--- src/ssr_pkg.sv ---
// constants shared by the shared-store region logic
package ssr_pkg;
    localparam int NPIX       = 16;  // 4 by 4 pixels
    localparam int NTMR       = 16;  // latency timers per region
    localparam int NSTG       = 4;   // staging entries
    localparam int NSLOT      = 8;   // pulse-width slots per timer
    localparam int TOTW       = 4;
    localparam int LATW       = 9;
    localparam int SETW       = 6;
    localparam int TIDW       = 5;
    localparam int PKTW       = TIDW + NPIX * TOTW;
    localparam int FIFO_DEPTH = 16;
    localparam logic [TOTW-1:0] TOT_RST     = 4'h0;
    localparam logic [TOTW-1:0] TOT_FIRST   = 4'h1;
    localparam logic [TOTW-1:0] TOT_MAX     = 4'hf;
    localparam logic [TOTW-1:0] TOT_SAT_MIN = 4'he;
    localparam logic [TOTW-1:0] TOT_SAT     = 4'hf;
    localparam logic [TOTW-1:0] TOT_LOST    = 4'he;
    localparam logic [LATW-1:0] AGE_RST     = 9'h000;
    localparam logic [SETW-1:0] CNT_RST     = 6'h00;
    localparam logic [SETW-1:0] CNT_MAX     = 6'h3f;
endpackage : ssr_pkg

--- src/ssr_region.sv ---
// shared-store region: pixel counters, staging, timers, adapter, fifo
`timescale 1ns/1ns

////////////////////////////////////////////////////////////////////////
// fifo with a registered output stage
module ssr_fifo #(
    parameter int WIDTH = 8,
    parameter int DEPTH = 16
) (
    input  wire logic             clk,
    input  wire logic             reset_n,
    input  wire logic             in_valid,
    input  wire logic [WIDTH-1:0] in_data,
    output logic                  in_ready,
    input  wire logic             out_ready,
    output logic                  out_valid,
    output logic      [WIDTH-1:0] out_data
);
    localparam int AW = $clog2(DEPTH);
    localparam logic [AW:0] FULL = DEPTH[AW:0];
    logic [WIDTH-1:0] mem [DEPTH];
    logic [AW-1:0]    wr_ptr_r;
    logic [AW-1:0]    rd_ptr_r;
    logic [AW:0]      count_r;
    logic             push;
    logic             load;

    // full stalls the adapter upstream
    assign in_ready = (count_r != FULL);
    assign push     = in_valid & in_ready;
    assign load     = (count_r != '0) & (~out_valid | out_ready);

    // storage needs no reset
    always_ff @(posedge clk) begin
        if (push) begin
            mem[wr_ptr_r] <= in_data;
        end
    end

    // pointers and fill level
    always_ff @(posedge clk or negedge reset_n) begin
        if (!reset_n) begin
            wr_ptr_r <= '0;
            rd_ptr_r <= '0;
            count_r  <= '0;
        end else begin
            if (push) begin
                wr_ptr_r <= wr_ptr_r + 1'b1;
            end
            if (load) begin
                rd_ptr_r <= rd_ptr_r + 1'b1;
            end
            if (push && !load) begin
                count_r <= count_r + 1'b1;
            end else if (!push && load) begin
                count_r <= count_r - 1'b1;
            end
        end
    end

    // output register so the top sees flip-flop outputs
    always_ff @(posedge clk or negedge reset_n) begin
        if (!reset_n) begin
            out_valid <= 1'b0;
            out_data  <= '0;
        end else if (load) begin
            out_valid <= 1'b1;
            out_data  <= mem[rd_ptr_r];
        end else if (out_ready) begin
            out_valid <= 1'b0;
        end
    end
endmodule : ssr_fifo

////////////////////////////////////////////////////////////////////////
module ssr_region (
    input  wire logic                      ref_clk,
    input  wire logic                      reset_n,
    input  wire logic [ssr_pkg::NPIX-1:0]  disc,
    input  wire logic [ssr_pkg::LATW-1:0]  latency,
    input  wire logic [ssr_pkg::SETW-1:0]  settle_time,
    input  wire logic                      trigger,
    input  wire logic [ssr_pkg::TIDW-1:0]  trigger_id,
    input  wire logic                      out_ready,
    output logic                           out_valid,
    output logic      [ssr_pkg::PKTW-1:0]  out_data,
    output logic                           hit_lost
);
    import ssr_pkg::*;

    // returns {found, index} of the lowest clear bit
    function automatic logic [4:0] first_clear(input logic [15:0] v);
        logic [4:0] r;
        r = 5'h00;
        for (int i = 15; i >= 0; i--) begin
            if (!v[i]) begin
                r = {1'b1, 4'(i)};
            end
        end
        return r;
    endfunction : first_clear

    logic [NPIX-1:0] disc_d_r;
    logic [NPIX-1:0] hit_edge;
    logic [TOTW-1:0] tot_r [NPIX];
    logic [NTMR-1:0] tmr_busy_r;
    logic [NTMR-1:0] tmr_trig_r;
    logic [LATW-1:0] tmr_age_r [NTMR];
    logic [NPIX-1:0] tmr_map_r [NTMR];
    logic [TOTW-1:0] tmr_tot_r [NTMR][NSLOT];
    logic [TIDW-1:0] tmr_tid_r [NTMR];
    logic [NSTG-1:0] stg_busy_r;
    logic [NPIX-1:0] stg_map_r [NSTG];
    logic [SETW-1:0] stg_cnt_r [NSTG];
    logic [3:0]      stg_tmr_r [NSTG];
    logic [NSTG-1:0] stg_done;
    logic [4:0]      tmr_free;
    logic [4:0]      stg_free;
    logic [4:0]      zs_pick;
    logic [4:0]      rd_pick;
    logic            region_start;
    logic            start;
    logic            zs_fire;
    logic [3:0]      zs_tmr;
    logic [NPIX-1:0] zs_map;
    logic [TOTW-1:0] zs_tot [NSLOT];
    logic [NPIX-1:0] pkt_map;
    logic [TOTW-1:0] pkt_tot [NSLOT];
    logic [PKTW-1:0] pkt_data;
    logic            pkt_push;
    logic            fifo_in_ready;

    ////////////////////////////////////////////////////////////////////
    // pixel front: hit present and pulse-width counters
    assign hit_edge = disc & ~disc_d_r;

    always_ff @(posedge ref_clk or negedge reset_n) begin
        if (!reset_n) begin
            disc_d_r <= '0;
        end else begin
            disc_d_r <= disc;
        end
    end

    for (genvar p = 0; p < NPIX; p++) begin : g_pix
        // a new pulse restarts the count of that pixel
        always_ff @(posedge ref_clk or negedge reset_n) begin
            if (!reset_n) begin
                tot_r[p] <= TOT_RST;
            end else if (hit_edge[p]) begin
                tot_r[p] <= TOT_FIRST;
            end else if (disc[p] && tot_r[p] != TOT_MAX) begin
                tot_r[p] <= tot_r[p] + 1'b1;
            end
        end
    end

    ////////////////////////////////////////////////////////////////////
    // allocation: one timer and one staging slot per crossing
    always_comb begin
        tmr_free     = first_clear(tmr_busy_r);
        stg_free     = first_clear({12'hfff, stg_busy_r});
        region_start = |hit_edge;
        start        = region_start & tmr_free[4] & stg_free[4];
    end

    // a hit with no staging room or no free timer is lost
    always_ff @(posedge ref_clk or negedge reset_n) begin
        if (!reset_n) begin
            hit_lost <= 1'b0;
        end else begin
            hit_lost <= region_start & ~start;
        end
    end

    ////////////////////////////////////////////////////////////////////
    // zero suppression of the lowest-numbered settled staging entry
    always_comb begin
        logic [4:0] k;
        k = 5'h00;
        for (int s = 0; s < NSTG; s++) begin
            // >= so a late twin still finishes a cycle later
            stg_done[s] = stg_busy_r[s] &&
                          (stg_cnt_r[s] >= settle_time);
        end
        zs_pick = first_clear(~{12'h000, stg_done});
        zs_fire = zs_pick[4];
        zs_map  = stg_map_r[zs_pick[1:0]];
        zs_tmr  = stg_tmr_r[zs_pick[1:0]];
        for (int i = 0; i < NSLOT; i++) begin
            zs_tot[i] = TOT_RST;
        end
        for (int p = 0; p < NPIX; p++) begin
            if (zs_map[p]) begin
                if (k < NSLOT) begin
                    zs_tot[k[2:0]] = tot_r[p];
                end
                k = k + 5'h01;
            end
        end
    end

    for (genvar s = 0; s < NSTG; s++) begin : g_stg
        always_ff @(posedge ref_clk or negedge reset_n) begin
            if (!reset_n) begin
                stg_busy_r[s] <= 1'b0;
                stg_map_r[s]  <= '0;
                stg_cnt_r[s]  <= CNT_RST;
                stg_tmr_r[s]  <= 4'h0;
            end else if (start && stg_free[1:0] == s) begin
                stg_busy_r[s] <= 1'b1;
                stg_map_r[s]  <= disc;
                stg_cnt_r[s]  <= CNT_RST;
                stg_tmr_r[s]  <= tmr_free[3:0];
            end else if (stg_busy_r[s]) begin
                if (zs_fire && zs_pick[1:0] == s) begin
                    stg_busy_r[s] <= 1'b0;
                end else if (stg_cnt_r[s] != CNT_MAX) begin
                    stg_cnt_r[s] <= stg_cnt_r[s] + 1'b1;
                end
            end
        end
    end

    ////////////////////////////////////////////////////////////////////
    // latency timers with hit map and shared width buffer
    for (genvar t = 0; t < NTMR; t++) begin : g_tmr
        always_ff @(posedge ref_clk or negedge reset_n) begin
            if (!reset_n) begin
                tmr_busy_r[t] <= 1'b0;
                tmr_trig_r[t] <= 1'b0;
                tmr_age_r[t]  <= AGE_RST;
                tmr_map_r[t]  <= '0;
                tmr_tid_r[t]  <= '0;
                for (int i = 0; i < NSLOT; i++) begin
                    tmr_tot_r[t][i] <= TOT_RST;
                end
            end else begin
                if (start && tmr_free[3:0] == t) begin
                    tmr_busy_r[t] <= 1'b1;
                    tmr_trig_r[t] <= 1'b0;
                    tmr_age_r[t]  <= AGE_RST;
                end else if (tmr_busy_r[t] && !tmr_trig_r[t]) begin
                    tmr_age_r[t] <= tmr_age_r[t] + 1'b1;
                    if (tmr_age_r[t] == latency) begin
                        if (trigger) begin
                            tmr_trig_r[t] <= 1'b1;
                            tmr_tid_r[t]  <= trigger_id;
                        end else begin
                            tmr_busy_r[t] <= 1'b0;
                            tmr_map_r[t]  <= '0;
                        end
                    end
                end else if (pkt_push && rd_pick[3:0] == t) begin
                    tmr_busy_r[t] <= 1'b0;
                    tmr_trig_r[t] <= 1'b0;
                    tmr_map_r[t]  <= '0;
                end
                // a timer already freed keeps its cleared map
                if (zs_fire && zs_tmr == t && tmr_busy_r[t]) begin
                    tmr_map_r[t] <= zs_map;
                    for (int i = 0; i < NSLOT; i++) begin
                        tmr_tot_r[t][i] <= zs_tot[i];
                    end
                end
            end
        end
    end

    ////////////////////////////////////////////////////////////////////
    // adapter: rebuild a 16-code packet from map and slots
    always_comb begin
        logic [4:0]      k;
        logic [TOTW-1:0] code;
        k       = 5'h00;
        code    = TOT_RST;
        rd_pick = first_clear(~tmr_trig_r);
        pkt_map = tmr_map_r[rd_pick[3:0]];
        for (int i = 0; i < NSLOT; i++) begin
            pkt_tot[i] = tmr_tot_r[rd_pick[3:0]][i];
        end
        pkt_data = '0;
        pkt_data[PKTW-1 -: TIDW] = tmr_tid_r[rd_pick[3:0]];
        for (int p = 0; p < NPIX; p++) begin
            code = TOT_RST;
            if (pkt_map[p]) begin
                if (k >= NSLOT) begin
                    code = TOT_LOST;
                end else if (pkt_tot[k[2:0]] >= TOT_SAT_MIN) begin
                    code = TOT_SAT;
                end else begin
                    code = pkt_tot[k[2:0]];
                end
                k = k + 5'h01;
            end
            pkt_data[p*TOTW +: TOTW] = code;
        end
        pkt_push = rd_pick[4] & fifo_in_ready;
    end

    ssr_fifo #(
        .WIDTH (PKTW),
        .DEPTH (FIFO_DEPTH)
    ) u_fifo (
        .clk       (ref_clk),
        .reset_n   (reset_n),
        .in_valid  (rd_pick[4]),
        .in_data   (pkt_data),
        .in_ready  (fifo_in_ready),
        .out_ready (out_ready),
        .out_valid (out_valid),
        .out_data  (out_data)
    );
endmodule : ssr_region

--- config.mk ---
export PLATFORM = sky130hd
export DESIGN_NAME = ssr_region
export DESIGN_NICKNAME = d
export VERILOG_FILES = /design/src/ssr_pkg.sv /design/src/ssr_region.sv
export SDC_FILE = /design/constraint.sdc
export NUM_CORES = 2
export LEC_CHECK = 0
export BUFFER_PORTS_ARGS = -buffer_cell sky130_fd_sc_hd__buf_2
export CORE_MARGIN = 2
export CORE_UTILIZATION = 40
export CTS_BUF_LIST = sky130_fd_sc_hd__clkbuf_8
export DETAILED_ROUTE_END_ITERATION = 6
export PLACE_DENSITY_LB_ADDON = 0.15
export SYNTH_ARGS = -nofsm -noshare
export SYNTH_HDL_FRONTEND = slang
export SYNTH_SLANG_ARGS = --single-unit
--- constraint.sdc ---
create_clock -name ref_clk -period 16.8 [get_ports ref_clk]
set_input_delay 0 -clock ref_clk [delete_from_list [all_inputs] [get_ports ref_clk]]
set_output_delay 0 -clock ref_clk [all_outputs]
set_load 0.02 [all_outputs]
==> flow_summary_export.csv <==
group,metric,value,unit
run_status,status,"finished, violations left",
run_status,violations,"max-capacitance violations",
finish,multi_input_area,48480,sq um
run,maxCapViolations,1,
critical_path,crit_top_cell,"ha_1",
timing,max_freq,64.09,MHz
cts,ctsLongestPathBuffers,4,
timing,fin_crit_sh,92.87,%
floorplanning,die_w,545.0,microns
critical_path,start_kind,"register",
floorplanning,rows,198,
floorplanning,die-area,297000,sq um
cts,cts_made_buffers,410,
floorplanning,start_util,40.22,%
critical_path,required,17.65,ns
min_path,min_from,"latency[8]",
critical_path,critical_path.slowest_cell,"and2_1",
yosys,yosysTopAreaCell,"edfxtp_1",
global_routing,grt_pass1_vias,86510,
yosys,synth_edf_count,1104,
min_path,hold_path_depth,7,
global_routing,grt_pass1_wl,572200,microns
placement,gp_congestion,0.9005,
global_routing,use_met3,3.626,%
critical_path,reg2reg_depth,62,
timing,drv_slew,0,
critical_path,reg2reg_from,"stg_cnt_r[18]$_DFFE_PN0P_",
yosys,syn_inst,10630,
finish,fillCellCount,27180,
min_path,min_to,"tmr_trig_r[12]$_DFFE_PN0P_",
placement,port_buffers,110,
timing,rsz0062_at_grt,"no",
yosys,synth_flop_cell,"dfrtp_1",
cts,cts_tree,"yes",
global_routing,met1_usage,34.52,%
route,route.detailed.drc,0,
timing,hold_viol,0,
finish,syn2layout_area_growth,12.01,%
route,routed_via_density,5.844,
yosys,synth_warnings,0,
yosys,syn_avg_cell_area,11.02,sq um
critical_path,arrival,16.46,ns
global_routing,use_met2,42.04,%
finish,layout.nets,10850,
global_routing,grtUsageTotal,25.60,%
min_path,hold_path_class,"in -> reg",
route,vias,87390,
timing,tns,0,ns
yosys,netlist_top_cells_area,"edfxtp_1 28%, dfrtp_1 28%, nand2_1 5.9%",
yosys,ys_seq_area_share,56.01,%
route,wl_per_cell,25.85,microns
finish,register_area,65600,sq um
timing,max_slew.worst_pin.slew,1.478,ns
placement,dp_hpwl,233000,microns
cts,htree_levels,5,
global_routing,grt_max_degree,159,
yosys,synth_cell_type_count,112,
finish,most-common-layout-cells,"1,839 x nand2_1, 1,292 x dfrtp_1, 1,104 x edfxtp_1",
timing,setup_viol_count_final,0,
timing,period_needed,15.60,ns
floorplanning,core,291100,sq um
global_routing,grt_overflow,0,
floorplanning,ios,111,
cts,clk_pin_slew,0.06,ns
critical_path,ff2ff_setup_slack,1.20,ns
critical_path,crit_path_end_kind,"register",
route,routed_wl,386600,microns
timing,slew_headroom,0.9784,%
yosys,synth.top_cell.area_share,28.31,%
timing,skew,0.1105,ns
critical_path,critPathMaxFanout,22,
critical_path,crit_type,"reg -> reg",
critical_path,slowest_delay,0.69,ns
route,drtIter0Drc,8640,
finish,drive_gt1_share,15.33,%
route,ant_nets,0,
yosys,async_reset_ff_share,54.00,%
yosys,synth.ff_latch_count,2400,
route,drtPass1Iterations,7,
cts,clk_latency,1.10,ns
cts,clockRootBuffer,"clkbuf_8",
critical_path,r2r_end,"tmr_tot_r[440]$_DFFE_PN0P_",
yosys,netlist_area,117100,sq um
global_routing,grt_busiest_layer,"met2",
floorplanning,die_y,545.0,microns
finish,final_common_cell,"nand2_1",
yosys,synth_nets,10770,
global_routing,antenna_found_initial,13,
cts,cts.sinks,2400,
-- synthesized netlist by cell type, types with 186 or more instances --
library cell and n:
and3_1 186, clkbuf_1 624, nor2_1 677, mux2_2 373
nand2_1 1842, nand3_1 492, edfxtp_1 1104, a31oi_1 229
a21oi_1 415, mux2i_1 426, dfrtp_1 1296, o21ai_0 653
mux4_2 191
-- metal layers --
metal  up-vias  share of wire [%]
li1      39070                  -
met1     44420                 43
met2      3175                 47
met3       725                6.2
met4         4                3.6
met5         -             0.0065
-- how the worst max path moves through the flow --
| stage | startpoint | end | slack, ns |
|---|---|---|---|
| final | stg_cnt_r[18]$_DFFE_PN0P_ | tmr_tot_r[440]$_DFFE_PN0P_ | 1.20 |
| after floorplan | tmr_trig_r[7]$_DFFE_PN0P_ | u_fifo.mem[0][60]$_DFFE_PP_ | 0.07 |
| after CTS | stg_cnt_r[0]$_DFFE_PN0P_ | tmr_tot_r[150]$_DFFE_PN0P_ | 0.80 |
| after global routing | stg_cnt_r[0]$_DFFE_PN0P_ | tmr_tot_r[73]$_DFFE_PN0P_ | 0.0004 |
| after detailed placement | stg_cnt_r[0]$_DFFE_PN0P_ | tmr_tot_r[406]$_DFFE_PN0P_ | 0.81 |
| after global placement | stg_cnt_r[0]$_DFFE_PN0P_ | tmr_tot_r[119]$_DFFE_PN0P_ | 1.16 |
-- timing repair --
| item | 4_1_cts | 5_1_grt |
|---|---|---|
| endpoints found under the hold margin | 939 | 0 |
| endpoints found under the setup margin | 0 | 512 |
| setup buffers | 0 | 3 |
| hold buffers | 68 | 0 |
| resized for setup | 0 | 23 |
-- cells by family after synthesis --
group | after synthesis | share of synthesized area (%)
simple gates | 3651 | 13.67
mux | 995 | 10.96
compound gates | 2178 | 12.10
fa+ha+maj | 99 | 1.062
buf+inv | 936 | 3.088
xor+xnor | 369 | 3.098
flops | 2400 | 56.01
-- sequential cells by signal, summed over array words and instances, names as in the netlist --
register	count
disc_d_r	16
stg_cnt_r	24
tmr_age_r	144
stg_busy_r	4
tmr_map_r	256
tmr_tot_r	512
hit_lost	1
tot_r	64
u_fifo.rd_ptr_r	4
u_fifo.out_data	69
tmr_busy_r	16
tmr_trig_r	16
u_fifo.mem	1104
u_fifo.count_r	5
tmr_tid_r	80
u_fifo.out_valid	1
stg_map_r	64
stg_tmr_r	16
u_fifo.wr_ptr_r	4
-- critical path: cells and delay by family, from the launching register on --
family,cells,cell delay (ns)
DFF,1,0.41
and+or+nand+nor,17,3.21
adders and majority gates,14,4.68
muxes,3,0.91
buffers and inverters,11,1.79
AOI/OAI and AO/OA,17,4.40
-- stage by stage --
step	worst slack (ns)	cells	instance area, sq um	utilization, %	hold slack [ns]
global route	0.0003979	14950	131100	45.05	0.1049
finish	1.198	14950	131100	45.05	0.07208
floorplan	0.06935	10630	117100	-	-0.2956
global placement	1.158	14130	122000	41.92	0.08658
detailed placement	0.8144	14130	122000	41.92	0.09304
CTS	0.7962	14950	130900	44.98	0.003195
-- final cells by class --
| class | count | share of cell area, % |
|---|---|---|
| clock buffer | 477 | 5.006 |
| antenna | 3 | 0.005724 |
| timing repair buffer | 447 | 2.561 |
| multi-input combinational | 7292 | 36.97 |
| clock inverter | 271 | 1.248 |
| inverter | 164 | 0.4694 |
| tap | 3900 | 3.721 |
| sequential | 2400 | 50.02 |
Power is not shown: default switching activity piles up to over one toggle a cycle in this logic, so the estimate is an artifact.
